File: config.mk
export PLATFORM = sky130hd
export DESIGN_NAME = gpb_port
export DESIGN_NICKNAME = d
export VERILOG_FILES = /design/src/gpb_pkg.sv /design/src/gpb_port.sv /design/src/gpb_sync.sv
export SDC_FILE = /design/constraint.sdc
export NUM_CORES = 1
export LEC_CHECK = 0
export ABC_AREA = 0
export BUFFER_PORTS_ARGS = -buffer_cell sky130_fd_sc_hd__buf_2
export CORE_MARGIN = 2
export CORE_UTILIZATION = 61
export DETAILED_ROUTE_END_ITERATION = 10
export GPL_TIMING_DRIVEN = 1
export PLACE_DENSITY_LB_ADDON = 0.08
export SETUP_SLACK_MARGIN = 0.05
export SYNTH_ARGS = -nofsm -noshare
export SYNTH_HDL_FRONTEND = slang
export SYNTH_SLANG_ARGS = --single-unit
File: constraint.sdc
create_clock -name clk -period 7.5 [get_ports clk]
set_clock_uncertainty 0.15 [all_clocks]
set_input_delay 0.75 -clock clk [delete_from_list [all_inputs] [get_ports clk]]
set_output_delay 0.75 -clock clk [all_outputs]
set_load 0.005 [all_outputs]
File: src/gpb_pkg.sv
// Purpose: shared constants and carriers of the eight-pin port
// Assumes: 32-bit register bus, 12-bit byte address window
// Notes: identity bytes and lock key are arbitrary values
package gpb_pkg;

  // ----------------------------------------------------------------
  // register offsets
  // ----------------------------------------------------------------
  localparam logic [11:0] OFF_DIR = 12'h400;
  localparam logic [11:0] OFF_SENSE = 12'h404;
  localparam logic [11:0] OFF_BOTH = 12'h408;
  localparam logic [11:0] OFF_POL = 12'h40C;
  localparam logic [11:0] OFF_MASK = 12'h410;
  localparam logic [11:0] OFF_RAW = 12'h414;
  localparam logic [11:0] OFF_GATED = 12'h418;
  localparam logic [11:0] OFF_CLEAR = 12'h41C;
  localparam logic [11:0] OFF_PSEL = 12'h420;
  localparam logic [11:0] OFF_DRV_LOW = 12'h500;
  localparam logic [11:0] OFF_DRV_MID = 12'h504;
  localparam logic [11:0] OFF_DRV_HIGH = 12'h508;
  localparam logic [11:0] OFF_OPEN_DRAIN = 12'h50C;
  localparam logic [11:0] OFF_PULL_UP = 12'h510;
  localparam logic [11:0] OFF_PULL_DOWN = 12'h514;
  localparam logic [11:0] OFF_SLEW = 12'h518;
  localparam logic [11:0] OFF_DIG_EN = 12'h51C;
  localparam logic [11:0] OFF_GUARD = 12'h520;
  localparam logic [11:0] OFF_COMMIT = 12'h524;
  // identity words occupy the top twelve words of the window
  localparam logic [5:0] ID_PAGE = 6'h3F;
  localparam logic [3:0] ID_FIRST = 4'h4;

  // ----------------------------------------------------------------
  // reset values and port variants
  // ----------------------------------------------------------------
  localparam logic [1:0] PORT_PLAIN = 2'h0;
  localparam logic [1:0] PORT_B = 2'h1;
  localparam logic [1:0] PORT_C = 2'h2;
  localparam logic [7:0] DBG_PINS_B = 8'h80;
  localparam logic [7:0] DBG_PINS_C = 8'h0F;
  localparam logic [7:0] DRV_LOW_RST = 8'hFF;
  localparam logic [7:0] COMMIT_RST = 8'hFF;
  localparam logic [2:0] TRIG_PIN = 3'h4;
  // arbitrary key value
  localparam logic [31:0] GUARD_KEY = 32'h1ACC_E55A;
  localparam logic [31:0] GUARD_LOCKED = 32'h0000_0001;
  localparam logic [3:0] STRB_ALL = 4'hF;
  // arbitrary identity bytes, word 0 in the low byte
  localparam logic [95:0] ID_BYTES = 96'h5A3C_9601_0000_0000_0011_2233;

  // ----------------------------------------------------------------
  // bus responses
  // ----------------------------------------------------------------
  localparam logic [1:0] RESP_OKAY = 2'h0;
  localparam logic [1:0] RESP_SLVERR = 2'h2;

  // ----------------------------------------------------------------
  // carriers
  // ----------------------------------------------------------------
  typedef struct packed {
    logic [11:0] awaddr;
    logic awvalid;
    logic [31:0] wdata;
    logic [3:0] wstrb;
    logic wvalid;
    logic bready;
    logic [11:0] araddr;
    logic arvalid;
    logic rready;
  } gpb_axi_req_t;

  typedef struct packed {
    logic awready;
    logic wready;
    logic bvalid;
    logic [1:0] bresp;
    logic arready;
    logic rvalid;
    logic [31:0] rdata;
    logic [1:0] rresp;
  } gpb_axi_rsp_t;

  typedef struct packed {
    logic [7:0] drive_low_select;
    logic [7:0] drive_mid_select;
    logic [7:0] drive_high_select;
    logic [7:0] open_drain_select;
    logic [7:0] pull_up_select;
    logic [7:0] pull_down_select;
    logic [7:0] slew_select;
    logic [7:0] digital_input_enable;
  } gpb_pad_t;

endpackage : gpb_pkg

File: src/gpb_port.sv
// Purpose: eight-pin general-purpose port with interrupt unit
// Assumes: AXI4-Lite slave, one 25 MHz clock, async active-low reset
// Notes: PORT_KIND picks plain, port-B or port-C debug pin layout
// Operation
// RULE_01: ordinary pins reset undriven, settings cleared
// RULE_02: debug pins reset to debug function
// RULE_03: every reset restores both default groups
// RULE_04: input pins load the value register
// RULE_05: output pins drive the value register
// RULE_06: address bits nine to two mask data
// RULE_07: masked writes change only selected bits
// RULE_08: masked reads return zero for unselected bits
// RULE_09: one port interrupt from all pins
// RULE_10: edge events stay latched until cleared
// RULE_11: level sources hold level until serviced
// RULE_12: rising, falling, both, high or low
// RULE_13: sense, both-edge and polarity bit encoding
// RULE_14: mask gates gated status and interrupt
// RULE_15: raw status ignores the mask
// RULE_16: writing one clears pending edge event
// RULE_17: port B pin four triggers converter
// RULE_18: software masks before changing sense settings
// RULE_19: peripheral select hands pin to peripheral
// RULE_20: debug select writes need unlock and allow
// RULE_21: debug allow bits reset zero, others one
// RULE_22: pad drive, pull, slew, input enable outputs
// RULE_23: read-only identity words
// RULE_24: key unlocks, anything else relocks
// RULE_25: pins synchronised before edge detection
//
// Chosen here: the AXI4-Lite slave port and the register addresses.
`timescale 1ns/10ps
module gpb_port #(
  parameter logic [1:0] PORT_KIND = gpb_pkg::PORT_PLAIN
) (
  input wire logic clk,
  input wire logic rst_b,
  input wire gpb_pkg::gpb_axi_req_t axi_req,
  output gpb_pkg::gpb_axi_rsp_t axi_rsp,
  input wire logic [7:0] pin_in,
  output logic [7:0] pin_out,
  output logic [7:0] pin_oe,
  input wire logic [7:0] periph_out,
  input wire logic [7:0] periph_oe,
  output logic [7:0] periph_in,
  output gpb_pkg::gpb_pad_t pad_cfg,
  output logic irq,
  output logic adc_trig
);

  // ----------------------------------------------------------------
  // helpers
  // ----------------------------------------------------------------
  function automatic logic [7:0] dbg_mask(input logic [1:0] kind);
    logic [7:0] m;
    m = 8'h00;
    if (kind == gpb_pkg::PORT_B) begin
      m = gpb_pkg::DBG_PINS_B;
    end else if (kind == gpb_pkg::PORT_C) begin
      m = gpb_pkg::DBG_PINS_C;
    end
    return m;
  endfunction : dbg_mask

  function automatic logic [7:0] merge(input logic [7:0] old_v,
                                       input logic [7:0] new_v,
                                       input logic [7:0] sel);
    return (old_v & ~sel) | (new_v & sel);
  endfunction : merge

  localparam logic [7:0] DBG = dbg_mask(PORT_KIND);

  typedef struct packed {
    logic awready;
    logic wready;
    logic aw_held;
    logic w_held;
    logic [11:0] awaddr;
    logic [31:0] wdata;
    logic [3:0] wstrb;
    logic bvalid;
    logic [1:0] bresp;
    logic arready;
    logic rvalid;
    logic [31:0] rdata;
    logic [1:0] rresp;
    logic [7:0] pin_value_register;
    logic [7:0] pin_direction_bits;
    logic [7:0] irq_sense_select;
    logic [7:0] irq_both_edge_select;
    logic [7:0] irq_polarity_select;
    logic [7:0] irq_enable_mask;
    logic [7:0] edge_latch;
    logic [7:0] peripheral_select_bits;
    logic [7:0] drv_low;
    logic [7:0] drv_mid;
    logic [7:0] drv_high;
    logic [7:0] open_drain;
    logic [7:0] pull_up;
    logic [7:0] pull_down;
    logic [7:0] slew;
    logic [7:0] dig_en;
    logic unlocked;
    logic [7:0] commit_allow_bits;
    logic [7:0] prev_in;
    logic [7:0] pin_out;
    logic [7:0] pin_oe;
    logic [7:0] periph_in;
    logic irq;
    logic trig_seen;
    logic adc_trig;
  } gpb_state_t;

  function automatic gpb_state_t reset_state();
    gpb_state_t s;
    s = '0;
    s.awready = 1'b1;
    s.wready = 1'b1;
    s.arready = 1'b1;
    s.peripheral_select_bits = DBG; // RULE_01 RULE_02
    s.pull_up = DBG; // RULE_01 RULE_02
    s.dig_en = DBG; // RULE_01 RULE_02
    s.drv_low = gpb_pkg::DRV_LOW_RST;
    s.commit_allow_bits = gpb_pkg::COMMIT_RST & ~DBG; // RULE_21
    return s;
  endfunction : reset_state

  localparam gpb_state_t RST_ST = reset_state();

  gpb_state_t st;
  gpb_state_t next_st;
  logic [7:0] sync_level;

  // ----------------------------------------------------------------
  // pin synchroniser
  // ----------------------------------------------------------------
  gpb_sync u_sync (
    .clk(clk),
    .rst_b(rst_b),
    .async_in(pin_in),
    .level(sync_level)
  );

  // ----------------------------------------------------------------
  // next state
  // ----------------------------------------------------------------
  logic [7:0] in_now;
  logic [7:0] evt;
  logic [7:0] raw;
  logic [7:0] gated;
  logic [7:0] clr;
  logic [7:0] wd8;
  logic [7:0] allow;
  logic [7:0] out_v;
  logic [7:0] oe_v;
  logic [11:0] wa;
  logic [11:0] ra;
  logic [31:0] rd;
  logic w_ok;
  logic r_ok;

  always_comb begin
    next_st = st;
    clr = 8'h00;
    allow = 8'h00;
    w_ok = 1'b1;
    r_ok = 1'b1;
    rd = 32'h0000_0000;
    wa = st.awaddr;
    ra = axi_req.araddr;
    wd8 = st.wdata[7:0];
    next_st.adc_trig = 1'b0;

    // digital input disabled reads as low
    in_now = sync_level & st.dig_en; // RULE_22
    next_st.periph_in = in_now;

    next_st.pin_value_register = merge(st.pin_value_register, in_now,
                                       ~st.pin_direction_bits); // RULE_04

    // interrupt sense: edge events latch, levels follow the pin
    evt = (st.irq_both_edge_select & (in_now ^ st.prev_in)) |
          (~st.irq_both_edge_select & st.irq_polarity_select &
           in_now & ~st.prev_in) |
          (~st.irq_both_edge_select & ~st.irq_polarity_select &
           ~in_now & st.prev_in); // RULE_12 RULE_13
    evt = evt & ~st.irq_sense_select; // RULE_13
    raw = (st.irq_sense_select & ~(in_now ^ st.irq_polarity_select)) |
          (~st.irq_sense_select & st.edge_latch); // RULE_12 RULE_15
    gated = raw & st.irq_enable_mask; // RULE_14
    next_st.prev_in = in_now;

    // write channel: address and data taken in either order
    if (st.awready && axi_req.awvalid) begin
      next_st.aw_held = 1'b1;
      next_st.awaddr = axi_req.awaddr;
    end
    if (st.wready && axi_req.wvalid) begin
      next_st.w_held = 1'b1;
      next_st.wdata = axi_req.wdata;
      next_st.wstrb = axi_req.wstrb;
    end
    if (st.aw_held && st.w_held) begin
      next_st.aw_held = 1'b0;
      next_st.w_held = 1'b0;
      next_st.bvalid = 1'b1;
      // eight-bit registers use byte lane zero only
      if (wa[11:10] == 2'b00) begin
        if (st.wstrb[0]) begin
          next_st.pin_value_register = merge(
            next_st.pin_value_register, wd8, wa[9:2]); // RULE_06 RULE_07
        end
      end else if (wa == gpb_pkg::OFF_GUARD) begin
        next_st.unlocked = (st.wdata == gpb_pkg::GUARD_KEY) &&
                           (st.wstrb == gpb_pkg::STRB_ALL); // RULE_24
      end else if (wa == gpb_pkg::OFF_RAW || wa == gpb_pkg::OFF_GATED) begin
        w_ok = 1'b1;
      end else if (!st.wstrb[0]) begin
        w_ok = 1'b1;
      end else if (wa == gpb_pkg::OFF_DIR) begin
        next_st.pin_direction_bits = wd8;
      end else if (wa == gpb_pkg::OFF_SENSE) begin
        next_st.irq_sense_select = wd8;
      end else if (wa == gpb_pkg::OFF_BOTH) begin
        next_st.irq_both_edge_select = wd8;
      end else if (wa == gpb_pkg::OFF_POL) begin
        next_st.irq_polarity_select = wd8;
      end else if (wa == gpb_pkg::OFF_MASK) begin
        next_st.irq_enable_mask = wd8;
      end else if (wa == gpb_pkg::OFF_CLEAR) begin
        clr = wd8; // RULE_16
      end else if (wa == gpb_pkg::OFF_PSEL) begin
        allow = ~DBG | (st.commit_allow_bits & {8{st.unlocked}});
        next_st.peripheral_select_bits = merge(
          st.peripheral_select_bits, wd8, allow); // RULE_20
      end else if (wa == gpb_pkg::OFF_DRV_LOW) begin
        // drive strengths are one-of-three
        next_st.drv_low = wd8 | st.drv_low;
        next_st.drv_mid = st.drv_mid & ~wd8;
        next_st.drv_high = st.drv_high & ~wd8; // RULE_22
      end else if (wa == gpb_pkg::OFF_DRV_MID) begin
        next_st.drv_mid = wd8 | st.drv_mid;
        next_st.drv_low = st.drv_low & ~wd8;
        next_st.drv_high = st.drv_high & ~wd8; // RULE_22
      end else if (wa == gpb_pkg::OFF_DRV_HIGH) begin
        next_st.drv_high = wd8 | st.drv_high;
        next_st.drv_low = st.drv_low & ~wd8;
        next_st.drv_mid = st.drv_mid & ~wd8; // RULE_22
      end else if (wa == gpb_pkg::OFF_OPEN_DRAIN) begin
        next_st.open_drain = wd8;
      end else if (wa == gpb_pkg::OFF_PULL_UP) begin
        next_st.pull_up = wd8;
      end else if (wa == gpb_pkg::OFF_PULL_DOWN) begin
        next_st.pull_down = wd8;
      end else if (wa == gpb_pkg::OFF_SLEW) begin
        next_st.slew = wd8;
      end else if (wa == gpb_pkg::OFF_DIG_EN) begin
        next_st.dig_en = wd8;
      end else if (wa == gpb_pkg::OFF_COMMIT) begin
        // only the debug bits are writable, and only when unlocked
        if (st.unlocked) begin
          next_st.commit_allow_bits = merge(
            st.commit_allow_bits, wd8, DBG); // RULE_21
        end
      end else if (wa[11:6] == gpb_pkg::ID_PAGE &&
                   wa[5:2] >= gpb_pkg::ID_FIRST) begin
        w_ok = 1'b1;
      end else begin
        w_ok = 1'b0;
      end
      next_st.bresp = w_ok ? gpb_pkg::RESP_OKAY : gpb_pkg::RESP_SLVERR;
    end
    if (st.bvalid && axi_req.bready) begin
      next_st.bvalid = 1'b0;
    end
    next_st.awready = !next_st.aw_held && !next_st.bvalid;
    next_st.wready = !next_st.w_held && !next_st.bvalid;

    // set wins over a clear arriving in the same cycle
    next_st.edge_latch = (st.edge_latch & ~clr) | evt; // RULE_10 RULE_16

    // read channel
    if (st.arready && axi_req.arvalid) begin
      if (ra[11:10] == 2'b00) begin
        rd[7:0] = st.pin_value_register & ra[9:2]; // RULE_06 RULE_08
      end else if (ra == gpb_pkg::OFF_DIR) begin
        rd[7:0] = st.pin_direction_bits;
      end else if (ra == gpb_pkg::OFF_SENSE) begin
        rd[7:0] = st.irq_sense_select;
      end else if (ra == gpb_pkg::OFF_BOTH) begin
        rd[7:0] = st.irq_both_edge_select;
      end else if (ra == gpb_pkg::OFF_POL) begin
        rd[7:0] = st.irq_polarity_select;
      end else if (ra == gpb_pkg::OFF_MASK) begin
        rd[7:0] = st.irq_enable_mask;
      end else if (ra == gpb_pkg::OFF_RAW) begin
        rd[7:0] = raw; // RULE_15
      end else if (ra == gpb_pkg::OFF_GATED) begin
        rd[7:0] = gated; // RULE_14
      end else if (ra == gpb_pkg::OFF_CLEAR) begin
        rd[7:0] = 8'h00;
      end else if (ra == gpb_pkg::OFF_PSEL) begin
        rd[7:0] = st.peripheral_select_bits;
      end else if (ra == gpb_pkg::OFF_DRV_LOW) begin
        rd[7:0] = st.drv_low;
      end else if (ra == gpb_pkg::OFF_DRV_MID) begin
        rd[7:0] = st.drv_mid;
      end else if (ra == gpb_pkg::OFF_DRV_HIGH) begin
        rd[7:0] = st.drv_high;
      end else if (ra == gpb_pkg::OFF_OPEN_DRAIN) begin
        rd[7:0] = st.open_drain;
      end else if (ra == gpb_pkg::OFF_PULL_UP) begin
        rd[7:0] = st.pull_up;
      end else if (ra == gpb_pkg::OFF_PULL_DOWN) begin
        rd[7:0] = st.pull_down;
      end else if (ra == gpb_pkg::OFF_SLEW) begin
        rd[7:0] = st.slew;
      end else if (ra == gpb_pkg::OFF_DIG_EN) begin
        rd[7:0] = st.dig_en;
      end else if (ra == gpb_pkg::OFF_GUARD) begin
        rd = st.unlocked ? 32'h0000_0000 : gpb_pkg::GUARD_LOCKED;
      end else if (ra == gpb_pkg::OFF_COMMIT) begin
        rd[7:0] = st.commit_allow_bits;
      end else if (ra[11:6] == gpb_pkg::ID_PAGE &&
                   ra[5:2] >= gpb_pkg::ID_FIRST) begin
        rd[7:0] = gpb_pkg::ID_BYTES[
          (ra[5:2] - gpb_pkg::ID_FIRST) * 8 +: 8]; // RULE_23
      end else begin
        r_ok = 1'b0;
      end
      next_st.rvalid = 1'b1;
      next_st.rdata = rd;
      next_st.rresp = r_ok ? gpb_pkg::RESP_OKAY : gpb_pkg::RESP_SLVERR;
    end else if (st.rvalid && axi_req.rready) begin
      next_st.rvalid = 1'b0;
    end
    next_st.arready = !next_st.rvalid;

    // one port interrupt from all gated pins
    next_st.irq = |gated; // RULE_09 RULE_14

    // converter trigger: one pulse per rise of gated pin four
    if (PORT_KIND == gpb_pkg::PORT_B) begin
      next_st.trig_seen = gated[gpb_pkg::TRIG_PIN];
      next_st.adc_trig = gated[gpb_pkg::TRIG_PIN] && !st.trig_seen; // RULE_17
    end

    // pin drive; open drain only pulls low
    out_v = merge(st.pin_value_register, periph_out,
                  st.peripheral_select_bits); // RULE_05 RULE_19
    oe_v = merge(st.pin_direction_bits, periph_oe,
                 st.peripheral_select_bits); // RULE_05 RULE_19
    next_st.pin_out = out_v;
    next_st.pin_oe = oe_v & (~st.open_drain | ~out_v); // RULE_22
  end

  // ----------------------------------------------------------------
  // state register
  // ----------------------------------------------------------------
  always_ff @(posedge clk or negedge rst_b) begin
    if (!rst_b) begin
      st <= RST_ST; // RULE_03
    end else begin
      st <= next_st;
    end
  end

  // ----------------------------------------------------------------
  // outputs
  // ----------------------------------------------------------------
  assign axi_rsp.awready = st.awready;
  assign axi_rsp.wready = st.wready;
  assign axi_rsp.bvalid = st.bvalid;
  assign axi_rsp.bresp = st.bresp;
  assign axi_rsp.arready = st.arready;
  assign axi_rsp.rvalid = st.rvalid;
  assign axi_rsp.rdata = st.rdata;
  assign axi_rsp.rresp = st.rresp;
  assign pin_out = st.pin_out;
  assign pin_oe = st.pin_oe;
  assign periph_in = st.periph_in;
  assign pad_cfg.drive_low_select = st.drv_low;
  assign pad_cfg.drive_mid_select = st.drv_mid;
  assign pad_cfg.drive_high_select = st.drv_high;
  assign pad_cfg.open_drain_select = st.open_drain;
  assign pad_cfg.pull_up_select = st.pull_up;
  assign pad_cfg.pull_down_select = st.pull_down;
  assign pad_cfg.slew_select = st.slew;
  assign pad_cfg.digital_input_enable = st.dig_en;
  assign irq = st.irq;
  assign adc_trig = st.adc_trig;

endmodule : gpb_port

File: src/gpb_sync.sv
// Purpose: three-stage pin synchroniser with agreement filter
// Assumes: pins are asynchronous to clk
// Notes: first stage feeds only the second stage
`timescale 1ns/10ps
module gpb_sync (
  input wire logic clk,
  input wire logic rst_b,
  input wire logic [7:0] async_in,
  output logic [7:0] level
);

  typedef struct packed {
    logic [7:0] s1;
    logic [7:0] s2;
    logic [7:0] s3;
    logic [7:0] level;
  } gpb_sync_t;

  gpb_sync_t st;
  gpb_sync_t next_st;

  // ----------------------------------------------------------------
  // stages
  // ----------------------------------------------------------------
  always_comb begin
    next_st = st;
    next_st.s1 = async_in;
    next_st.s2 = st.s1;
    next_st.s3 = st.s2;
    // a change counts only once stages two and three agree
    next_st.level = (~(st.s2 ^ st.s3) & st.s3) |
                    ((st.s2 ^ st.s3) & st.level); // RULE_25
  end

  always_ff @(posedge clk or negedge rst_b) begin
    if (!rst_b) begin
      st <= '0;
    end else begin
      st <= next_st;
    end
  end

  assign level = st.level;

endmodule : gpb_sync
== Yosys cells after proc, flatten, opt, wreduce, memory -nomap -nowiden ==
Index checks and enable logic that the tools add are counted.
Word-level totals
  register bits: 277
  input port bits: 91
  output and inout bits: 131
Cells by class
  add/sub/neg operators: 1
  $lt $le $gt $ge: 2
  equality and inequality tests: 42
  shifts and indexed selects: 1
  multiplexer cells: 105
  bitwise logic cells: 76
  reductions and logical operators: 33
Operators with widths (number)
  $eq A12 B11 Y1 const B: 38
  $mux W8: 40
  $and A8 B8 Y8: 28
  $mux W40: 4
  $not A8 Y8: 15
  $or A8 B8 Y8: 13
  $mux W24: 4
  $shiftx A96 B33 Y8 const A: 1
  $mux W1: 50
  $mux W48: 1
  $eq A32 B29 Y1 const B: 1
  $mux W32: 1
  $xor A8 B8 Y8: 3
  $reduce_and A20 Y1: 1
  $reduce_and A19 Y1: 1
  $reduce_and A18 Y1: 1
  $not A1 Y1: 17
  $reduce_and A17 Y1: 1
  $mux W16: 1
  $reduce_and A16 Y1: 1
  $reduce_and A13 Y1: 1
  $eq A6 B6 Y1 const B: 2
  $reduce_and A12 Y1: 1
  $logic_and A1 B1 Y1: 11
  16 further kinds: 23

== Depth between registers and ports, before layout ==
Gate-level depths: netlist (run 1).
  depth after elaboration: 29
  depth in mapped cells: 10

== By module ==
Synthesis (run 1) repeated with hierarchy kept, for this count alone.
Second synthesis, totals
  cells, all modules: 1215
  area, all modules: 13178.9 um^2
Modules (own cells, without submodules)
  gpb_port: times used 1, cells each 1167, area each 12228.0 um^2, seq. area each 5494.0 um^2
  gpb_sync: times used 1, cells each 48, area each 950.9 um^2, seq. area each 800.8 um^2

== Worst setup path before layout (run 1) ==
No wires, ideal clock.
  path type: input-to-reg
  start: input axi_req[6] (netlist name)
  end: register st (netlist bit axi_rsp[5])
  library setup time: 77 ps
  arrival: 2520 ps
  slack: 4753 ps
  cell stages on the path: 9
  buffers on the path: 1
  path through: inv_1 ha_1 or3b_2 clkbuf_1 a2111oi_0 o31ai_1 a21oi_1 o221ai_1 a21oi_1
Between the ends
  cells in the longest elaborated chain, start to end: 23
  elaborated cells on any way between the ends: 44
  classes of those cells: add/sub (1); order compare (1); eq/ne (19); shift (1); mux (21); reduce/logical (1)
Ends and longest elaborated chain
  from (decl): line gpb_port.sv:38  | input wire gpb_pkg::gpb_axi_req_t axi_req,
  $sub A4 B3 Y5 or $ge A4 B3 Y1 (tied branches): line gpb_port.sv:327, gpb_port.sv:325
  $shiftx A96 B33 Y8 or $logic_and A1 B1 Y1 (tied branches): line gpb_port.sv:326, gpb_port.sv:324
  $mux W8: line gpb_port.sv:324  | end else if (ra[11:6] == gpb_pkg::ID_PAGE &&
  $mux W8: line gpb_port.sv:322  | end else if (ra == gpb_pkg::OFF_COMMIT) begin
  $mux W8: line gpb_port.sv:320  | end else if (ra == gpb_pkg::OFF_GUARD) begin
  $mux W8: line gpb_port.sv:318  | end else if (ra == gpb_pkg::OFF_DIG_EN) begin
  $mux W8: line gpb_port.sv:316  | end else if (ra == gpb_pkg::OFF_SLEW) begin
  $mux W8: line gpb_port.sv:314  | end else if (ra == gpb_pkg::OFF_PULL_DOWN) begin
  (+7 left out)
  $mux W8: line gpb_port.sv:298  | end else if (ra == gpb_pkg::OFF_GATED) begin
  $mux W8: line gpb_port.sv:296  | end else if (ra == gpb_pkg::OFF_RAW) begin
  $mux W8: line gpb_port.sv:294  | end else if (ra == gpb_pkg::OFF_MASK) begin
  $mux W8: line gpb_port.sv:292  | end else if (ra == gpb_pkg::OFF_POL) begin
  $mux W8: line gpb_port.sv:290  | end else if (ra == gpb_pkg::OFF_BOTH) begin
  $mux W8: line gpb_port.sv:288  | end else if (ra == gpb_pkg::OFF_SENSE) begin
  $mux W8 (*): line gpb_port.sv:286  | end else if (ra == gpb_pkg::OFF_DIR) begin
  $mux W8 (*): line gpb_port.sv:284  | if (ra[11:10] == 2'b00) begin
  to (signal assigned): line gpb_port.sv:364  | st <= next_st;
  to (decl): line gpb_port.sv:130  | gpb_state_t st;
Every way passes the cells marked *; elsewhere a longest branch is shown, timed or not.
A chain may end at the register's enable or synchronous reset.

== Worst setup path after layout (run 1) ==
  start: input axi_req[4] (netlist name)
  end: register st (netlist bit axi_rsp[1])
Between the ends
  cells in the longest elaborated chain, start to end: 25
  elaborated cells on any way between the ends: 44
  classes of those cells: order compare (1); eq/ne (19); mux (23); reduce/logical (1)
Ends and longest elaborated chain
  $ge A4 B3 Y1: line gpb_port.sv:325  | ra[5:2] >= gpb_pkg::ID_FIRST) begin
  $logic_and A1 B1 Y1: line gpb_port.sv:324
  $mux W1: line gpb_port.sv:324
  $mux W1: line gpb_port.sv:322
  $mux W1: line gpb_port.sv:320
  $mux W1: line gpb_port.sv:318
  $mux W1: line gpb_port.sv:316
  $mux W1: line gpb_port.sv:314
  (+9 left out)
  $mux W1: line gpb_port.sv:294
  $mux W1: line gpb_port.sv:292
  $mux W1: line gpb_port.sv:290
  $mux W1: line gpb_port.sv:288
  $mux W1 (*): line gpb_port.sv:286
  $mux W1 (*): line gpb_port.sv:284
  $mux W1 (*): line gpb_port.sv:283  | if (st.arready && axi_req.arvalid) begin
  $mux W2 (*): line gpb_port.sv:333  | next_st.rresp = r_ok ? gpb_pkg::RESP_OKAY : gpb_pkg::RESP_SLVERR;
Every way passes the cells marked *; elsewhere a longest branch is shown, timed or not. The select of a mux whose other input is x is not followed.

==> results of run 1 <==
how the worst max path moves through the flow:
stage	startpoint	end	slack, ns	cells after the start
3_5_place_dp	axi_req[4]	axi_rsp[2]	3.87	8
5_1_grt	axi_req[4]	axi_rsp[2]	4.17	8
3_3_place_gp	axi_req[4]	axi_rsp[2]	3.91	8
2_1_floorplan	axi_req[6]	axi_rsp[5]	4.75	9
6_report	axi_req[4]	axi_rsp[1]	4.29	8
4_1_cts	axi_req[4]	axi_rsp[2]	4.40	8
routing by layer:
metal,vias up,track usage
li1,4472,-
met4,0,0.2023
met2,587,0.6109
met1,5191,0.4958
met3,135,0.09127
met5,-,0
worst max-delay path, stage by stage:
cell and delay (ns):
buf_2 0.10, buf_4 0.32, or4_1 0.96, nor3_1 0.70, nor2_1 0.19, nand2_1 0.11, nor4b_1 0.05, a32o_1 0.25
cells by family after synthesis:
logic type | after synthesis | synth area share
adders and majority gates | 12 | 0.009851
AOI/OAI and AO/OA | 248 | 0.1259
buffers and inverters | 209 | 0.09756
and+or+nand+nor | 311 | 0.1276
muxes | 187 | 0.1577
DFF | 251 | 0.4765
xor gates and xnor gates | 7 | 0.004641
other | 1 | 0.0002839
per-stage QoR:
step | utilization | hold WS (ns) | setup slack, ns | cells | cell area, um2
6_report | 0.6824 | 0.1197 | 4.289 | 1600 | 14440
4_1_cts | 0.6823 | 0.1531 | 4.404 | 1599 | 14430
2_1_floorplan | - | 0.1812 | 4.753 | 1252 | 13310
3_5_place_dp | 0.6417 | 0.1847 | 3.866 | 1551 | 13580
3_3_place_gp | 0.6417 | 0.1822 | 3.907 | 1551 | 13580
5_1_grt | 0.6823 | 0.1473 | 4.174 | 1599 | 14430
cells in the final DEF, fill, tap and decap left out, types with 12 or more instances in the layout:
cell | synthesis | layout
clkinv_2 | 0 | 12
nand3_1 | 22 | 22
a31oi_1 | 19 | 19
a21oi_1 | 59 | 59
buf_2 | 11 | 193
nor3_1 | 28 | 28
clkbuf_16 | 0 | 27
inv_1 | 19 | 19
mux2_2 | 159 | 159
nor2_1 | 73 | 73
conb_1 | 1 | 27
mux2i_1 | 27 | 27
dfrtp_1 | 240 | 240
o21ai_0 | 51 | 51
buf_4 | 130 | 17
nand2_1 | 89 | 89
power by group through the flow:
stage,logic (mW),registers (mW),clock network [mW]
floorplan,0.506,1.66,0
global placement,0.621,1.78,0
detailed placement,0.638,1.79,0
CTS,0.652,1.77,1.32
global route,0.704,1.80,1.37
finish,0.657,1.78,1.31
area by class of cell:
type	count	share of cell area
clock inverters	17	0.01014
multi-input cells	792	0.3969
well taps	275	0.02384
repair buffers	212	0.07818
inverters	21	0.005461
clock buffers	31	0.04923
diodes	1	0.0001734
flip-flops and latches	251	0.4361
==> flow_metrics.tcl, run 1 <==
set metrics [dict create \
    outcome "completed" \
    area_growth_pct 9.273 \
    synth_edf_count 0 \
    clock.fmax_mhz 311.4 \
    hold_viol_final 0 \
    cap_violations 0 \
    wl_per_cell_um 27.32 \
    rr_worst_depth 4 \
    root_buffer "clkbuf_16" \
    pwr-share-clk 0.349 \
    worst-slew-pin-transition_ns 1.069 \
    seq_area_um2 6295 \
    seqPwrFrac 0.476 \
    multi_input_area_um2 5729 \
    cts_inserted_buffers 26 \
    synth_common_cells "dfrtp_1 (240), mux2_2 (159), buf_4 (130)" \
    grt_max_degree 132 \
    core_region_area_um2 21150 \
    critPathKind "input pin to register" \
    cts_tree "done" \
    wirelength_um 43710 \
    h-tree-depth 1 \
    r2r-end "st[145]" \
    synth_area_um2 13210 \
    synth_ff_type "dfrtp_1" \
    fin_tns_setup_ns 0 \
    vias 10390 \
    grt_overflow_total 0 \
    p_int_mw 2.563 \
    dr_wl_met3_um 3960 \
    crit_required_ns 7.78 \
    ys_warn_count 0 \
    viasPerCell 6.491 \
    irDropWorstVdd_uv 306.4 \
    hold_path_class "input pin to asynchronous set/reset pin" \
    r2r_start "wa[9]" \
    async_flop_share 1.000 \
    drc 0 \
    clk-insertion-delay-late_ns 0.54 \
    clk_pin_slew_worst_paths_ns 0.07 \
    grt_setup_unrepaired "false" \
    power_density_nw_per_um2 259.4 \
    total_power_mw 3.745 \
    clockBufferDepth 3 \
    syn_avg_cell_area_um2 10.78 \
    r2r_setup_slack_ns 4.41 \
    cts_resized 0 \
    p_sw_mw 1.182 \
    synth_most_common_cell "dfrtp_1" \
    die_w_um 151.2 \
    finalWeightedCongestion 1.056 \
    drv_slew 0 \
    sw_frac_of_total 0.3156 \
    cts_hold_buf 0 \
    grt_first_pass_wirelength_um 64160 \
    drt-initial-drc-count 959 \
    seq_area_frac_synth 0.4765 \
    dieArea_um2 22850 \
    gr-usage-all-layers 0.3858 \
    yosys.area.top_type "dfrtp_1" \
    first_pass_iters 5 \
    fin_crit_ns 3.211 \
    io_buffers 194 \
    finalSetupViolCount 0 \
    finalNetCount 1399 \
    fillers 1570 \
    synth_cells 1226 \
    fin_crit_sh 0.4282 \
    cp_max_fo 53 \
    worstPathArrival_ns 3.49 \
    antenna_found_initial 1 \
    initial_utilization 0.6245 \
    dp_hpwl_um 31510 \
    synth_seq_cells 251 \
    wl_met2_um 20370 \
    wl_met1_um 16940 \
    cp-end-kind "register" \
    grt_pass1_vias 10500 \
    combinationalPowerShare 0.175 \
    fp-row-count 53 \
    ios 222 \
    fp.dieH_um 151.2 \
    synth_top_area_share 0.4546 \
    synth_cell_types 84 \
    routed.top_layer "met4" \
    cts_setup_buffers 0 \
    max_slew_margin 0.2691 \
    ant_nets 0 \
    clkSinkCount 251 \
    crit_path_start_kind "input pin" \
    static-leakage-power_nw 6.824 \
    synthTopCellsByArea "dfrtp_1 (45%), mux2_2 (14%), buf_4 (7.4%)" \
    drive_gt1_frac 0.3542 \
]
(Power assumes the default switching activity.)
==> inputs of run 2 (changes only) <==
ABC_AREA = 1   (was 0)
CORE_UTILIZATION = 57   (was 61)
clock period = 3 ns   (was 7.5 ns; I/O delays follow)
==> flow_metrics.tcl, run 2 <==
set metrics [dict create \
    outcome "completed" \
    seq_area_frac_synth 0.4809 \
    busiest_layer "met2" \
    fin_crit_ns 2.718 \
    grt_setup_unrepaired "false" \
    synth_ff_type "dfrtp_1" \
    hold_start "axi_req[9]" \
    crit_required_ns 3.29 \
    total_power_mw 9.845 \
    drive_gt1_frac 0.1959 \
    worst-slew-pin-transition_ns 1.019 \
    cp-end-kind "register" \
    most-common-layout-cells "nand2_1 (383), dfrtp_1 (240), inv_1 (216)" \
    drv_slew 0 \
    clockBufferDepth 3 \
    clock.fmax_mhz 367.9 \
    cp_top_family "simple AND/OR/NAND/NOR gates" \
    r2r_start "wa[7]" \
    syn_avg_cell_area_um2 7.957 \
    hold-worst-slack_ns 0.04697 \
    crit_path_start_kind "register" \
    finalSetupViolCount 0 \
    finalNetCount 1963 \
    area_growth_pct 19.43 \
    cts_tree "done" \
    h-tree-depth 1 \
    drc 0 \
    cap_violations 0 \
    vias 11900 \
    irDropWorstVdd_uv 637.1 \
    grt_pass1_vias 11650 \
    grt_first_pass_wirelength_um 65850 \
    wirelength_um 43110 \
    grt_util_met1 0.4768 \
    worstPathArrival_ns 3.01 \
    max_stage_delay_ns 0.42 \
    root_buffer "clkbuf_16" \
    cp_num_buf_inv 4 \
    ios 222 \
    dp_hpwl_um 31350 \
    multi_input_area_um2 4955 \
    layoutNonFillerInstCount 2175 \
    fp-row-count 55 \
    use_met3 0.05583 \
    static-leakage-power_nw 8.387 \
    die_w_um 155.5 \
    dieArea_um2 24190 \
    io_buffers 194 \
    ant_nets 0 \
    synth_cells 1645 \
    first_pass_iters 6 \
    rr_worst_depth 13 \
    drt-initial-drc-count 1044 \
    fillers 1871 \
    fp.dieH_um 155.5 \
    core_region_area_um2 22570 \
    max_slew_margin 0.3184 \
    clkSinkCount 251 \
    antenna_found_initial 1 \
    layout_commonest_cell "nand2_1" \
    synth_area_um2 13090 \
    worstHoldPathCells 3 \
    cts_inserted_buffers 27 \
    hold_path_end "axi_rsp[7]" \
    hold_viol_final 0 \
    fin_tns_setup_ns 0 \
    path_cells "nor2_1, inv_1, nor3_1, nand2_1, o211ai_1, nor2_1, inv_1, nor4_4, buf_4, nand2_1, inv_1, nor2_1, o21ai_1" \
    fin_crit_sh 0.9061 \
    gr-usage-all-layers 0.3593 \
    hold_path_class "input pin to register" \
    synth_seq_cells 251 \
    critical-path-slowest-cell "nor3_1" \
    use_met2 0.5910 \
    viasPerCell 5.473 \
    power_density_nw_per_um2 629.8 \
    async_flop_share 1.000 \
    synth_edf_count 0 \
    finalWeightedCongestion 1.036 \
    synth_top_area_share 0.4588 \
    seq_area_um2 6295 \
    cts_setup_buffers 0 \
    post-route-util 0.6926 \
    grt_overflow_total 0 \
    yosys.area.top_type "dfrtp_1" \
    synthTopCellsByArea "dfrtp_1 (46%), nand2_1 (11%), buf_4 (7.5%)" \
    placedCellCount 2049 \
    synth_common_cells "nand2_1 (384), dfrtp_1 (240), inv_1 (216)" \
    clk-insertion-delay-late_ns 0.56 \
    wl_per_cell_um 19.82 \
    ys_warn_count 0 \
    clk_pin_slew_worst_paths_ns 0.07 \
    synth_most_common_cell "nand2_1" \
    initial_utilization 0.5799 \
    critPathKind "register to register" \
    synth_cell_types 46 \
    cp_max_fo 9 \
    grt_max_degree 86 \
    r2r_setup_slack_ns 0.28 \
]
[run 2: changes by cell type after synthesis, sizes merged, moves of 38 or more]
| cell | previous run | this run |
|---|---|---|
| o21ai | 52 | 130 |
| nor2 | 76 | 179 |
| inv | 19 | 219 |
| a21oi | 59 | 97 |
| mux2 | 159 | 27 |
| nand2 | 92 | 387 |
[run 2: routing by layer]
metal  share of wire  wire (um)
met5               0          0
met4           0.047       2008
met3           0.072       3124
met2            0.48      20540
met1            0.40      17440
[run 2: kinds of logic after synthesis]
group	Yosys count	synth area share
muxes	35	0.02935
and+or+nand+nor	680	0.2150
DFF	251	0.4809
adders and majority gates	12	0.009942
AOI/OAI and AO/OA	279	0.1160
other	1	0.0002865
buffers and inverters	387	0.1486
[run 2: cell type report]
cell class	instances	share of cell area
timing repair buffer	335	0.1441
antenna	1	0.0001601
clock buffer	32	0.04570
multi-input combinational	1033	0.3170
sequential	251	0.4027
tap	285	0.02281
clock inverter	18	0.01481
inverter	220	0.05283
[run 2: metrics by stage]
step                      instance area [um2]  worst slack, ns
after floorplan                         13190           0.6661
after global placement                  13930          -0.2246
after detailed placement                13930          -0.2147
after CTS                               15630           0.2377
after global routing                    15630          0.08895
final                                   15630           0.2818
[run 2: repair_timing]
item,CTS,global route
endpoints found under the setup margin,0,11
gates resized for setup,0,1
hold buffers,75,0
hold endpoints to repair,156,0
[run 2: worst max-delay path by stage]
stage / from / end / cells after the start
5_1_grt: wa[7] / pad_cfg[24] / 10
3_3_place_gp: axi_req[6] / axi_rsp[5] / 20
4_1_cts: wa[3] / register / 12
2_1_floorplan: wa[11] / register / 13
3_5_place_dp: axi_req[6] / axi_rsp[5] / 20
6_report: wa[7] / register / 13
[run 2: where the power goes]
| group | internal [mW] | switching (mW) |
|---|---|---|
| logic | 0.705 | 1.27 |
| registers | 3.89 | 0.438 |
| clock network | 2.07 | 1.47 |
| total | 6.67 | 3.18 |
[run 2: worst min-delay path, delay by kind of cell]
family / cells / cell delay, ns
AO/OA/AOI/OAI: 2 / 0.27
buffers and inverters: 1 / 0.14
==> inputs of run 3 (changes only) <==
CORE_MARGIN = default   (was 2)
==> flow_metrics.tcl, run 3 (synthesis gave the netlist of run 2 again) <==
set metrics [dict create \
    drt-initial-drc-count 1146 \
    cp_max_fo 10 \
    critPathKind "input pin to register" \
    h-tree-depth 1 \
    clockBufferDepth 3 \
    layout_commonest_cell "nand2_1" \
    combinationalPowerShare 0.201 \
    r2r_setup_slack_ns 0.31 \
    clkSinkCount 251 \
    pwr-share-clk 0.347 \
    multi_input_area_um2 4956 \
    static-leakage-power_nw 8.323 \
    most-common-layout-cells "nand2_1 (383), dfrtp_1 (240), inv_1 (216)" \
    core_region_area_um2 22570 \
    fin_crit_ns 2.722 \
    initial_utilization 0.5799 \
    grt_pass1_vias 11070 \
    cts_inserted_buffers 26 \
    irDropWorstVdd_uv 718.4 \
    antennaDiodeCount 0 \
    finalWeightedCongestion 1.000 \
    finalSetupViolCount 0 \
    worstHoldPathCells 5 \
    clock.fmax_mhz 367.4 \
    path_cells "buf_2, inv_1, ha_1, nand2_1, nor2_1, nand2_1, nand2_1, nor3_1, nand2_1, a21oi_1, o21ai_1, nand2_1, nand2_1, nand2_1, nand2_1, nand2_1, nand2_1, nand2_1, nand2_1, a21oi_1" \
    finalNetCount 1953 \
    grt_max_degree 70 \
    dieArea_um2 23570 \
    max_slew_margin 0.3115 \
    fp.dieH_um 153.5 \
    vias 11690 \
    antenna_found_initial 0 \
    ios 222 \
    p_int_mw 6.546 \
    hold_viol_final 0 \
    finalWorstSetupSlack_ns 0.2778 \
    first_pass_iters 5 \
    area_growth_pct 18.42 \
    cp-end-kind "register" \
    crit_path_frequent_cell "nand2_1" \
    place_ws_ns -0.2877 \
    max_stage_delay_ns 0.34 \
    die_w_um 153.5 \
    crit_required_ns 3.29 \
    dp_hpwl_um 30460 \
    fillers 1809 \
    viasPerCell 5.403 \
    sw_frac_of_total 0.3151 \
    fin_crit_sh 0.9074 \
    critical-path-slowest-cell "nand2_1" \
    grt_setup_unrepaired "false" \
    clk-insertion-delay-late_ns 0.54 \
    grt_first_pass_wirelength_um 63710 \
    power_density_nw_per_um2 616.6 \
    wl_per_cell_um 19.31 \
    gr-usage-all-layers 0.3581 \
    wirelength_um 41770 \
    post-route-util 0.6867 \
    seqPwrFrac 0.452 \
    crit_path_start_kind "input pin" \
    clk_pin_slew_worst_paths_ns 0.06 \
    fp-row-count 55 \
    worstPathArrival_ns 3.01 \
    drv_slew 0 \
    p_sw_mw 3.011 \
    outcome "completed" \
    rr_worst_depth 13 \
    grt_overflow_total 0 \
    worst-slew-pin-transition_ns 1.029 \
    io_buffers 194 \
    drc 0 \
    cap_violations 0 \
    drive_gt1_frac 0.1901 \
    root_buffer "clkbuf_16" \
    hold_path_class "input pin to register" \
    cts_tree "done" \
    ant_nets 0 \
    seq_area_um2 6295 \
]
-- run 3: power by group through the flow --
stage               registers [mW]  logic [mW]  clock network [mW]
floorplan                     4.19        1.23                   0
detailed placement            4.34        1.79                   0
global placement              4.33        1.78                   0
global route                  4.36        2.09                3.48
finish                        4.32        1.93                3.32
CTS                           4.28        1.87                3.34
-- run 3: critical path, delay by kind of cell --
family | cells | cell delay (ns)
AOI/OAI and AO/OA | 3 | 0.49
and+or+nand+nor | 14 | 1.70
adders and majority gates | 1 | 0.21
buffers and inverters | 2 | 0.29
-- run 3: layout make-up --
| type | instances | area share |
|---|---|---|
| inverters | 220 | 0.05328 |
| flip-flops and latches | 251 | 0.4061 |
| well taps | 285 | 0.02301 |
| clock inverters | 7 | 0.005893 |
| clock buffers | 41 | 0.05086 |
| repair buffers | 326 | 0.1411 |
| multi-input cells | 1033 | 0.3197 |
-- run 3: through the flow --
| stage | instances | area (um2) | hold WS (ns) | TNS (ns) | power (mW) |
|---|---|---|---|---|---|
| global placement | 2044 | 13900 | 0.1543 | -0.5226 | 6.105 |
| global route | 2163 | 15500 | 0.02427 | 0 | 9.940 |
| detailed placement | 2044 | 13900 | 0.1599 | -0.5143 | 6.135 |
| floorplan | 1671 | 13190 | -0.1456 | 0 | 5.413 |
| CTS | 2163 | 15490 | 0.0008241 | 0 | 9.498 |
| finish | 2163 | 15500 | 0.01842 | 0 | 9.557 |
-- run 3: worst paths after layout --
path	start	end
min in group asynchronous	rst_b	pad_cfg[9]
hold / removal	periph_oe[3]	pin_oe[3]
setup / recovery	axi_req[6]	axi_rsp[5]
max in group asynchronous	rst_b	asynchronous set/reset pin
setup reg to reg	wa[6]	register
hold reg to reg	u_sync.next_st[17]	u_sync.next_st[9]
-- run 3: layer usage --
metal,vias to the layer above,track usage,share of wire
li1,5535,-,-
met1,5504,0.4871,0.41
met2,543,0.5827,0.46
met3,105,0.06201,0.086
met4,0,0.1214,0.037
met5,-,0,0
-- run 3: timing repair --
item                                    CTS  global route
endpoints found under the setup margin    0             1
hold endpoints to repair                136             0
buffers inserted                          0             0
hold buffers                             71             0
resized for setup                         0             1
